[src/inc/adc_ctrl_pkg.sv]
// shared constants, types and helpers for the converter control block
package adc_ctrl_pkg;

	localparam int ADDR_W   = 8;
	localparam int DATA_W   = 32;
	localparam int RESULT_W = 10;
	localparam int CHAN_W   = 5;
	localparam int INPUTS   = 28;
	localparam int IRQ_W    = 2;

	// register byte offsets
	localparam logic [ADDR_W-1:0] OFS_PRIMARY   = 8'h00;
	localparam logic [ADDR_W-1:0] OFS_SECONDARY = 8'h04;
	localparam logic [ADDR_W-1:0] OFS_RES_HIGH  = 8'h08;
	localparam logic [ADDR_W-1:0] OFS_RES_LOW   = 8'h0c;
	localparam logic [ADDR_W-1:0] OFS_COMPARE   = 8'h10;
	localparam logic [ADDR_W-1:0] OFS_IRQ_STAT  = 8'h14;
	localparam logic [ADDR_W-1:0] OFS_IRQ_MASK  = 8'h18;

	// primary register fields
	localparam int BIT_COMPLETE   = 7;
	localparam int BIT_IRQ_EN     = 6;
	localparam int BIT_CONTINUOUS = 5;
	localparam int CHAN_LSB       = 0;

	// secondary register fields
	localparam int BIT_ACTIVE     = 7;
	localparam int BIT_TRIG_SEL   = 6;
	localparam int BIT_CMP_EN     = 5;
	localparam int BIT_CMP_GT     = 4;

	// interrupt status fields
	localparam int BIT_EVT_DONE   = 0;
	localparam int BIT_EVT_ABORT  = 1;

	// channel codes
	localparam logic [CHAN_W-1:0] CHAN_LAST_INPUT = 5'h1b;
	localparam logic [CHAN_W-1:0] CHAN_RESERVED   = 5'h1c;
	localparam logic [CHAN_W-1:0] CHAN_HIGH_REF   = 5'h1d;
	localparam logic [CHAN_W-1:0] CHAN_LOW_REF    = 5'h1e;
	localparam logic [CHAN_W-1:0] CHAN_DISABLE    = 5'h1f;

	// values after reset
	localparam logic [CHAN_W-1:0]   RESET_CHANNEL = CHAN_DISABLE;
	localparam logic [RESULT_W-1:0] RESET_RESULT  = 10'h000;
	localparam logic [RESULT_W-1:0] RESET_COMPARE = 10'h000;
	localparam logic [IRQ_W-1:0]    RESET_IRQ     = 2'h0;
	localparam logic [DATA_W-1:0]   RESET_RDATA   = 32'h0000_0000;

	typedef enum logic [0:0] {
		ST_IDLE    = 1'b0,
		ST_CONVERT = 1'b1
	} conv_state_e;

	// compare condition for one result
	function automatic logic compareHit(input logic [RESULT_W-1:0] result, input logic [RESULT_W-1:0] level,
		input logic greater);
		compareHit = greater ? (result >= level) : (result < level);
	endfunction

endpackage

[src/rtl/trigger_sync.sv]
// three-stage synchroniser and rising-event detector for the hardware trigger
module trigger_sync
	import adc_ctrl_pkg::*;
(
	input  wire logic clock,
	input  wire logic rst,
	input  wire logic asyncIn,
	output logic      riseEvent
);
	logic stage1_reg;
	logic stage2_reg;
	logic stage3_reg;
	logic level_reg;
	logic agree;

	// a change counts only when stages two and three agree
	assign agree     = (stage2_reg == stage3_reg);
	assign riseEvent = agree && stage3_reg && !level_reg;

	always_ff @(posedge clock or posedge rst) begin
		if (rst) begin
			stage1_reg <= 1'b0;
			stage2_reg <= 1'b0;
			stage3_reg <= 1'b0;
			level_reg  <= 1'b0;
		end else begin
			stage1_reg <= asyncIn;
			stage2_reg <= stage1_reg;
			stage3_reg <= stage2_reg;
			level_reg  <= agree ? stage3_reg : level_reg;
		end
	end
endmodule // trigger_sync

[src/rtl/channel_decoder.sv]
// registered decode of the channel select code onto the analog selects
module channel_decoder
	import adc_ctrl_pkg::*;
(
	input  wire logic                   clock,
	input  wire logic                   rst,
	input  wire logic [CHAN_W-1:0]      channel,
	output logic      [INPUTS-1:0]      analogInputSelect,
	output logic                        highRefSelect,
	output logic                        lowRefSelect,
	output logic                        inputIsolated
);
	logic [INPUTS-1:0] inputNext;
	logic              isInput;

	assign isInput   = (channel <= CHAN_LAST_INPUT);
	assign inputNext = isInput ? (INPUTS'(1) << channel) : '0;

	always_ff @(posedge clock or posedge rst) begin
		if (rst) begin
			analogInputSelect <= '0;
			highRefSelect     <= 1'b0;
			lowRefSelect      <= 1'b0;
			inputIsolated     <= 1'b1;
		end else begin
			analogInputSelect <= inputNext;
			highRefSelect     <= (channel == CHAN_HIGH_REF);
			lowRefSelect      <= (channel == CHAN_LOW_REF);
			inputIsolated     <= (channel == CHAN_DISABLE);
		end
	end
endmodule // channel_decoder

[src/rtl/adc_conversion_control.sv]
// conversion control of a 10-bit successive-approximation converter with APB registers
// Functional notes
// - writing the primary register aborts and restarts conversion unless channel is all ones (code restarts only when trigger select is register-write start)
// - compare off: complete flag sets at end of every conversion
// - compare on: complete flag sets only when the compare is true
// - primary write or low result read clears the complete flag
// - complete flag with interrupt enable raises the completion interrupt
// - continuous off: one conversion per write or per hardware trigger
// - continuous on: conversions repeat back to back once started
// - channel select is bits 4:0 and picks the sampled input
// - channel all ones powers the converter down and isolates the input
// - all ones during continuous mode stops without one more conversion
// - continuous off: converter drops to low power after each conversion
// - codes 0..27 inputs, 11101 high ref, 11110 low ref, 11100 reserved
// - up to 28 analog inputs addressed by channel select
// - trigger select picks register-write start or hardware trigger start
// - active bit set at start, cleared at completion or abort
// - greater select: true at or above level, else true below it
//
// Decided for this implementation: the register addresses and register access over APB.
module adc_conversion_control
	import adc_ctrl_pkg::*;
(
	input  wire logic                       clock,
	input  wire logic                       rst,
	input  wire logic                       psel,
	input  wire logic                       penable,
	input  wire logic                       pwrite,
	input  wire logic [ADDR_W-1:0]          paddr,
	input  wire logic [DATA_W-1:0]          pwdata,
	output logic      [DATA_W-1:0]          prdata,
	output logic                            pready,
	output logic                            pslverr,
	input  wire logic                       hwTriggerIn,
	input  wire logic                       convDone,
	input  wire logic [RESULT_W-1:0]        convResult,
	output logic                            convStart,
	output logic                            convAbort,
	output logic                            converterPowerOn,
	output logic      [INPUTS-1:0]          analogInputSelect,
	output logic                            highRefSelect,
	output logic                            lowRefSelect,
	output logic                            inputIsolated,
	output logic                            completeIrq,
	output logic                            irq
);
	import adc_ctrl_pkg::*;

	conv_state_e state_reg;
	conv_state_e state_next;

	logic                completeFlag_reg;
	logic                completeFlag_next;
	logic                irqEnable_reg;
	logic                continuous_reg;
	logic [CHAN_W-1:0]   channel_reg;
	logic                trigSel_reg;
	logic                cmpEnable_reg;
	logic                cmpGreater_reg;
	logic [RESULT_W-1:0] compareLevel_reg;
	logic [RESULT_W-1:0] result_reg;
	logic [IRQ_W-1:0]    irqStatus_reg;
	logic [IRQ_W-1:0]    irqStatus_next;
	logic [IRQ_W-1:0]    irqMask_reg;
	logic [DATA_W-1:0]   rdata_reg;
	logic                convStart_reg;
	logic                convAbort_reg;

	// bus decode
	logic setupPhase;
	logic accessPhase;
	logic busWrite;
	logic busRead;
	logic selPrimary;
	logic selSecondary;
	logic selResHigh;
	logic selResLow;
	logic selCompare;
	logic selIrqStat;
	logic selIrqMask;
	logic mapped;
	logic primaryWrite;
	logic lowRead;
	logic [CHAN_W-1:0] wrChannel;
	logic [DATA_W-1:0] readMux;

	assign setupPhase   = psel && !penable;
	assign accessPhase  = psel && penable;
	assign busWrite     = accessPhase && pwrite;
	assign busRead      = accessPhase && !pwrite;
	assign selPrimary   = (paddr == OFS_PRIMARY);
	assign selSecondary = (paddr == OFS_SECONDARY);
	assign selResHigh   = (paddr == OFS_RES_HIGH);
	assign selResLow    = (paddr == OFS_RES_LOW);
	assign selCompare   = (paddr == OFS_COMPARE);
	assign selIrqStat   = (paddr == OFS_IRQ_STAT);
	assign selIrqMask   = (paddr == OFS_IRQ_MASK);
	assign mapped       = selPrimary || selSecondary || selResHigh || selResLow
		|| selCompare || selIrqStat || selIrqMask;
	assign primaryWrite = busWrite && selPrimary;
	assign lowRead      = busRead && selResLow;
	assign wrChannel    = pwdata[CHAN_LSB +: CHAN_W];

	assign pready  = 1'b1;
	assign pslverr = accessPhase && !mapped;
	assign prdata  = rdata_reg;

	always_comb begin
		readMux = '0;
		unique case (1'b1)
			selPrimary: begin
				readMux[BIT_COMPLETE]              = completeFlag_reg;
				readMux[BIT_IRQ_EN]                = irqEnable_reg;
				readMux[BIT_CONTINUOUS]            = continuous_reg;
				readMux[CHAN_LSB +: CHAN_W]        = channel_reg;
			end
			selSecondary: begin
				readMux[BIT_ACTIVE]                = (state_reg == ST_CONVERT);
				readMux[BIT_TRIG_SEL]              = trigSel_reg;
				readMux[BIT_CMP_EN]                = cmpEnable_reg;
				readMux[BIT_CMP_GT]                = cmpGreater_reg;
			end
			selResHigh:  readMux[1:0]              = result_reg[RESULT_W-1:8];
			selResLow:   readMux[7:0]              = result_reg[7:0];
			selCompare:  readMux[RESULT_W-1:0]     = compareLevel_reg;
			selIrqStat:  readMux[IRQ_W-1:0]        = irqStatus_reg;
			selIrqMask:  readMux[IRQ_W-1:0]        = irqMask_reg;
			default:     readMux                   = '0;
		endcase
	end

	// hardware trigger
	logic hwRise;

	trigger_sync u_trigger_sync (
		.clock     (clock),
		.rst       (rst),
		.asyncIn   (hwTriggerIn),
		.riseEvent (hwRise)
	);

	// sequencing
	logic converting;
	logic doneEvent;
	logic chanEnabled;
	logic hit;
	logic flagSet;
	logic swStart;
	logic hwStart;
	logic repeatStart;
	logic startReq;
	logic abortEvent;

	assign converting  = (state_reg == ST_CONVERT);
	assign chanEnabled = (channel_reg != CHAN_DISABLE);
	// a primary write aborts, so a coincident completion is dropped
	assign doneEvent   = converting && convDone && !primaryWrite;
	assign hit         = compareHit(convResult, compareLevel_reg, cmpGreater_reg);
	assign flagSet     = doneEvent && (!cmpEnable_reg || hit);
	assign swStart     = primaryWrite && (wrChannel != CHAN_DISABLE) && !trigSel_reg;
	assign hwStart     = !primaryWrite && trigSel_reg && hwRise && !converting && chanEnabled;
	assign repeatStart = doneEvent && continuous_reg && chanEnabled;
	assign startReq    = swStart || hwStart || repeatStart;
	assign abortEvent  = primaryWrite && converting;

	always_comb begin
		state_next = state_reg;
		if (primaryWrite) begin
			state_next = swStart ? ST_CONVERT : ST_IDLE;
		end else if (hwStart) begin
			state_next = ST_CONVERT;
		end else if (doneEvent) begin
			state_next = repeatStart ? ST_CONVERT : ST_IDLE;
		end
	end

	// set wins over a result-low read clear
	assign completeFlag_next = flagSet ? 1'b1 : ((primaryWrite || lowRead) ? 1'b0 : completeFlag_reg);

	assign irqStatus_next = (irqStatus_reg & ~((busWrite && selIrqStat) ? pwdata[IRQ_W-1:0] : '0))
		| {abortEvent, doneEvent};

	assign convStart        = convStart_reg;
	assign convAbort        = convAbort_reg;
	assign converterPowerOn = converting;
	assign completeIrq      = completeFlag_reg && irqEnable_reg;
	assign irq              = completeIrq || |(irqStatus_reg & irqMask_reg);

	channel_decoder u_channel_decoder (
		.clock             (clock),
		.rst               (rst),
		.channel           (channel_reg),
		.analogInputSelect (analogInputSelect),
		.highRefSelect     (highRefSelect),
		.lowRefSelect      (lowRefSelect),
		.inputIsolated     (inputIsolated)
	);

	always_ff @(posedge clock or posedge rst) begin
		if (rst) begin
			state_reg        <= ST_IDLE;
			completeFlag_reg <= 1'b0;
			convStart_reg    <= 1'b0;
			convAbort_reg    <= 1'b0;
			irqStatus_reg    <= RESET_IRQ;
			result_reg       <= RESET_RESULT;
			rdata_reg        <= RESET_RDATA;
		end else begin
			state_reg        <= state_next;
			completeFlag_reg <= completeFlag_next;
			convStart_reg    <= startReq;
			convAbort_reg    <= abortEvent;
			irqStatus_reg    <= irqStatus_next;
			result_reg       <= flagSet ? convResult : result_reg;
			rdata_reg        <= (setupPhase && !pwrite) ? readMux : rdata_reg;
		end
	end

	// software-written control; complete flag bit not written
	always_ff @(posedge clock or posedge rst) begin
		if (rst) begin
			irqEnable_reg    <= 1'b0;
			continuous_reg   <= 1'b0;
			channel_reg      <= RESET_CHANNEL;
		end else if (primaryWrite) begin
			irqEnable_reg    <= pwdata[BIT_IRQ_EN];
			continuous_reg   <= pwdata[BIT_CONTINUOUS];
			channel_reg      <= wrChannel;
		end
	end

	always_ff @(posedge clock or posedge rst) begin
		if (rst) begin
			trigSel_reg      <= 1'b0;
			cmpEnable_reg    <= 1'b0;
			cmpGreater_reg   <= 1'b0;
			compareLevel_reg <= RESET_COMPARE;
			irqMask_reg      <= RESET_IRQ;
		end else begin
			if (busWrite && selSecondary) begin
				trigSel_reg    <= pwdata[BIT_TRIG_SEL];
				cmpEnable_reg  <= pwdata[BIT_CMP_EN];
				cmpGreater_reg <= pwdata[BIT_CMP_GT];
			end
			if (busWrite && selCompare) begin
				compareLevel_reg <= pwdata[RESULT_W-1:0];
			end
			if (busWrite && selIrqMask) begin
				irqMask_reg <= pwdata[IRQ_W-1:0];
			end
		end
	end

	// checks
	property p_write_starts;
		@(posedge clock) disable iff (rst)
		(primaryWrite && wrChannel != CHAN_DISABLE && !trigSel_reg) |-> ##1 (convStart && converterPowerOn);
	endproperty
	a_write_starts: assert property (p_write_starts) else $error("write did not start a conversion");

	property p_disable_stops;
		@(posedge clock) disable iff (rst)
		(primaryWrite && wrChannel == CHAN_DISABLE) |-> ##1 (!convStart && !converterPowerOn) ##1 inputIsolated;
	endproperty
	a_disable_stops: assert property (p_disable_stops) else $error("disable code did not stop");

	property p_flag_plain;
		@(posedge clock) disable iff (rst)
		(doneEvent && !cmpEnable_reg) |-> ##1 (completeFlag_reg && result_reg == $past(convResult));
	endproperty
	a_flag_plain: assert property (p_flag_plain) else $error("flag not set on completion");

	property p_flag_compare;
		@(posedge clock) disable iff (rst)
		(doneEvent && cmpEnable_reg && !completeFlag_reg && !hit) |-> ##1 !completeFlag_reg;
	endproperty
	a_flag_compare: assert property (p_flag_compare) else $error("flag set on false compare");

	property p_flag_clear;
		@(posedge clock) disable iff (rst)
		(primaryWrite || (lowRead && !flagSet)) |-> ##1 !completeFlag_reg;
	endproperty
	a_flag_clear: assert property (p_flag_clear) else $error("flag not cleared");

	property p_irq_follows;
		@(posedge clock) disable iff (rst)
		(flagSet && irqEnable_reg) |-> ##1 (completeIrq && irq);
	endproperty
	a_irq_follows: assert property (p_irq_follows) else $error("completion interrupt missing");

	property p_single_idle;
		@(posedge clock) disable iff (rst)
		(doneEvent && !continuous_reg) |-> ##1 (!convStart && !converterPowerOn);
	endproperty
	a_single_idle: assert property (p_single_idle) else $error("single conversion did not stop");

	property p_continuous;
		@(posedge clock) disable iff (rst)
		(doneEvent && continuous_reg && chanEnabled) |-> ##1 (convStart && converting);
	endproperty
	a_continuous: assert property (p_continuous) else $error("continuous conversion did not repeat");

	property p_active_abort;
		@(posedge clock) disable iff (rst)
		abortEvent |-> ##1 convAbort;
	endproperty
	a_active_abort: assert property (p_active_abort) else $error("abort not signalled");

	property p_hw_start;
		@(posedge clock) disable iff (rst)
		(hwRise && trigSel_reg && !converting && chanEnabled && !primaryWrite) |-> ##1 (convStart && converting);
	endproperty
	a_hw_start: assert property (p_hw_start) else $error("hardware trigger ignored");

	property p_hw_mode_write;
		@(posedge clock) disable iff (rst)
		(primaryWrite && trigSel_reg) |-> ##1 !convStart;
	endproperty
	a_hw_mode_write: assert property (p_hw_mode_write) else $error("write started in hardware mode");

	property p_abort_idle;
		@(posedge clock) disable iff (rst)
		(abortEvent && !swStart) |-> ##1 (!converting && convAbort);
	endproperty
	a_abort_idle: assert property (p_abort_idle) else $error("active bit not cleared on abort");

	property p_result_hold;
		@(posedge clock) disable iff (rst)
		(doneEvent && cmpEnable_reg && !hit) |-> ##1 (result_reg == $past(result_reg));
	endproperty
	a_result_hold: assert property (p_result_hold) else $error("result changed on false compare");

	property p_decode_input;
		@(posedge clock) disable iff (rst)
		(channel_reg <= CHAN_LAST_INPUT) |-> ##1 ((analogInputSelect == (INPUTS'(1) << $past(channel_reg)))
			&& !highRefSelect && !lowRefSelect && !inputIsolated);
	endproperty
	a_decode_input: assert property (p_decode_input) else $error("input select wrong");

	property p_decode_ref;
		@(posedge clock) disable iff (rst)
		(channel_reg == CHAN_HIGH_REF || channel_reg == CHAN_LOW_REF)
			|-> ##1 ((analogInputSelect == '0) && (highRefSelect != lowRefSelect) && !inputIsolated);
	endproperty
	a_decode_ref: assert property (p_decode_ref) else $error("reference select wrong");

endmodule // adc_conversion_control

[config.mk]
export PLATFORM = sky130hd
export DESIGN_NAME = adc_conversion_control
export DESIGN_NICKNAME = d
export VERILOG_FILES = /design/src/inc/adc_ctrl_pkg.sv /design/src/rtl/trigger_sync.sv /design/src/rtl/channel_decoder.sv /design/src/rtl/adc_conversion_control.sv
export SDC_FILE = /design/constraint.sdc
export NUM_CORES = 1
export LEC_CHECK = 0
export ABC_AREA = 1
export BUFFER_PORTS_ARGS = -buffer_cell sky130_fd_sc_hd__buf_2
export CAP_MARGIN = 25
export CORE_MARGIN = 1
export CORE_UTILIZATION = 51
export CTS_CLUSTER_SIZE = 28
export DETAILED_ROUTE_END_ITERATION = 12
export PLACE_DENSITY_LB_ADDON = 0.3
export SYNTH_ARGS = -nofsm -noshare
export SYNTH_HDL_FRONTEND = slang
export SYNTH_SLANG_ARGS = --single-unit
[constraint.sdc]
create_clock -name clock -period 2.65 [get_ports clock]
set_input_delay 0.265 -clock clock [delete_from_list [all_inputs] [get_ports clock]]
set_output_delay 0.265 -clock clock [all_outputs]
set_load 0.02 [all_outputs]
==> summary.txt <==
Outcome
  • Status: complete, but fails checks
  • Failing checks: hold timing

Synth
  • Mapped Cells: 457
  • Number of synthesized flops with an enable pin: 0
  • Ys async rst share: 100%
  • Ys Warns: 0
  • Main synth FF type: dfrtp_1
  • Netlist cell types: 32
  • Synth Register Bits: 83
  • Seq/Total Area, Yosys: 53.2%
  • Syn Std Cell Area: 3920 µm²
  • Mean area per synthesized cell: 8.57 µm²

Cells and area
  • Fin nets: 609
  • Area growth, synth to finish: 15.8%
  • Most common cell after layout, fill and taps aside: nand2_1
  • Biggest register: u_channel_decoder.analogInputSelect
  • Commonest non-fill, non-tap cells in the layout: nand2_1 (126), buf_2 (81), dfrtp_1 (77)
  • Post-layout instance area: 4540 µm²
  • Final Util: 61.9%
  • ANT cells: 0
  • Layout cells sized above 1: 24.2%
  • Largest register FFs: 28

Worst hold path
  • Hold Crit Class: in2async

Power
  • Clock share of power: 34.2%
  • Net Sw Frac: 29.7%
  • Power Total: 2.60 mW
  • Power share of the sequential group: 54.7%
  • Pwr/cell area: 572 nW/µm²
  • Switching pwr: 0.772 mW
  • VDD IR-drop max: 0.365 mV
  • Gate power share: 11.0%
  • Internal power consumption: 1.82 mW
  • Lkg Pwr: 2.49 nW

STA
  • Fin crit share: 73.3%
  • RSZ-0062 raised after global routing: no
  • Final min period: 1.94 ns
  • Worst-margin pin slew: 0.736 ns
  • Number of hold violations in the final report: 23
  • Maximum clock rate: 0.515 GHz
  • Slew HR: 50.9%
  • TNS Setup: 0 ns
  • Final hold slack: -0.00816 ns
  • Final worst clock skew: 0.00890 ns
  • # setup viols final: 0
  • Max Slew Vio Count: 0

Clock tree
  • Clock buffer count from CTS: 9
  • Post-CTS Setup Inserts: 0
  • H-tree depth: 3
  • CTS root buf: clkbuf_8
  • Worst-path clk slew: 0.09 ns
  • Clock tree from TritonCTS: yes
  • Worst skew pair latency: 0.36 ns
  • # clock sinks: 83
  • CTS max path bufs: 2
  • Post-CTS sizing: 0

Detailed routing
  • Routed vias/inst: 4.91
  • TritonRoute pass-1 iters: 4
  • DRT Wirelength: 8400 µm
  • Post-route DRC violation count: 0
  • Per-cell routed wire length: 13.0 µm
  • Post-route antenna net violation count: 0
  • Routed vias: 3166
  • 1st-iter DRT viols: 196

GRT
  • GRT overflow: 0
  • First-pass GRT wire length: 13300 µm
  • Gr usage total: 22.6%
  • Initial antenna violation count: 0
  • Largest net degree at the start of global routing: 45
  • Via count of the first global-routing pass: 2808

Flow run
  • Max Cap Viol: 0

Worst setup path
  • WS Path Type: reg2reg
  • Crit path required time: 2.89 ns
  • CP arrival: 2.18 ns
  • Peak fanout along the critical path: 11
  • Crit. End Element: register
  • Worst setup SP type: register
  • FF-to-FF setup slack: 0.71 ns

Placement
  • DPL Wire Length: 6370 µm
  • # port buffers: 81
  • Dpl cell area: 4340 µm²
  • GP Congestion: 0.901

Floorplanning
  • Boundary Pins: 127
  • FP Rows: 31
  • Die ar.: 8040 µm²
  • Die X: 89.7 µm
  • Die Y-Extent: 89.7 µm
  • Initial cell density of the core: 53.5%
  • Core area: 7330 µm²
## synth_stat cells, types with 3 or more instances
master	n	share of area (%)
clkbuf_1	5	0.48
inv_2	6	0.57
nor2_1	39	3.7
ha_1	11	3.5
o21ai_2	8	1.8
inv_1	47	4.5
o31ai_1	3	0.57
nor3_2	3	0.77
dfrtp_1	77	49
a21oi_1	5	0.64
nand2_1	126	12
buf_4	25	4.8
o21ai_1	4	0.51
nand2_2	3	0.48
nand4_1	5	0.80
nand3_1	27	3.4
o21ai_0	25	3.2
nor3_1	16	2.0
dfstp_2	6	4.0
## area by class of cell
class	count	area [µm²]
multi-input cells	308	1480
repair buffers	86	458
clock inverters	7	66.3
inverters	53	200
fillers	640	2790
well taps	99	124
clock buffers	9	124
flip-flops and latches	83	2080
## power groups by stage
stage               Combinational [mW]  Sequential [mW]  Clock, mW
CTS                              0.287             1.42      0.904
global placement                 0.277             1.44          0
detailed placement               0.285             1.44          0
finish                           0.286             1.42      0.889
global route                     0.334             1.43      0.958
floorplan                        0.219             1.44          0
## metal layers
layer / up-vias / track usage [%] / wire [µm] / part of all wire [%]
met2: 119 / 36.1 / 3900 / 46
met1: 1463 / 30.5 / 3870 / 46
met4: 0 / 9.24 / 117 / 1.4
met3: 9 / 4.30 / 508 / 6.0
li1: 1575 / - / - / -
met5: - / 0 / 0 / 0
## worst paths after layout
check,to,startpoint,depth (start not counted)
worst max-delay path,completeFlag_reg,compareLevel_reg[9],11
worst min-delay path,prdata[3],rst,2
worst max register to register,completeFlag_reg,compareLevel_reg[9],11
worst min register to register,u_trigger_sync.stage2_reg,u_trigger_sync.stage1_reg,0
max in group asynchronous,channel_reg[4],rst,3
min in group clock,result_reg[6],convResult[6],3
## stage by stage
stage | hold slack, ns | std cells | worst slack [ns]
final | -0.00816 | 645 | 0.708
after detailed placement | 0.338 | 628 | 0.697
after CTS | 0.00425 | 645 | 0.686
after global routing | 0.0374 | 645 | 0.517
after global placement | 0.335 | 628 | 0.772
after floorplan | 0.296 | 478 | 0.258
## worst max-delay path: stages (launching register included)
cell and delay, ns:
dfrtp_1 0.34, inv_1 0.08, ha_1 0.29, nand2_1 0.07, nor2_1 0.23, nand2_1 0.09
nor2_1 0.09, nor2_1 0.04, nand3_1 0.06, nand3_1 0.09, nand2_1 0.30, o21ai_0 0.14
## what timing repair did
item | CTS | global route
setup endpoints to repair | 0 | 0
hold endpoints to repair | 1 | 0
hold buffers | 1 | 0
## kinds of logic after synthesis
| kind of cell | synth area share, % |
|---|---|
| muxes | 0.287 |
| buffers and inverters | 11.0 |
| DFF | 53.2 |
| adders and majority gates | 3.51 |
| other | 0.192 |
| and+or+nand+nor | 24.0 |
| AOI/OAI and AO/OA | 7.82 |
Power figures use the tool's default switching activity.
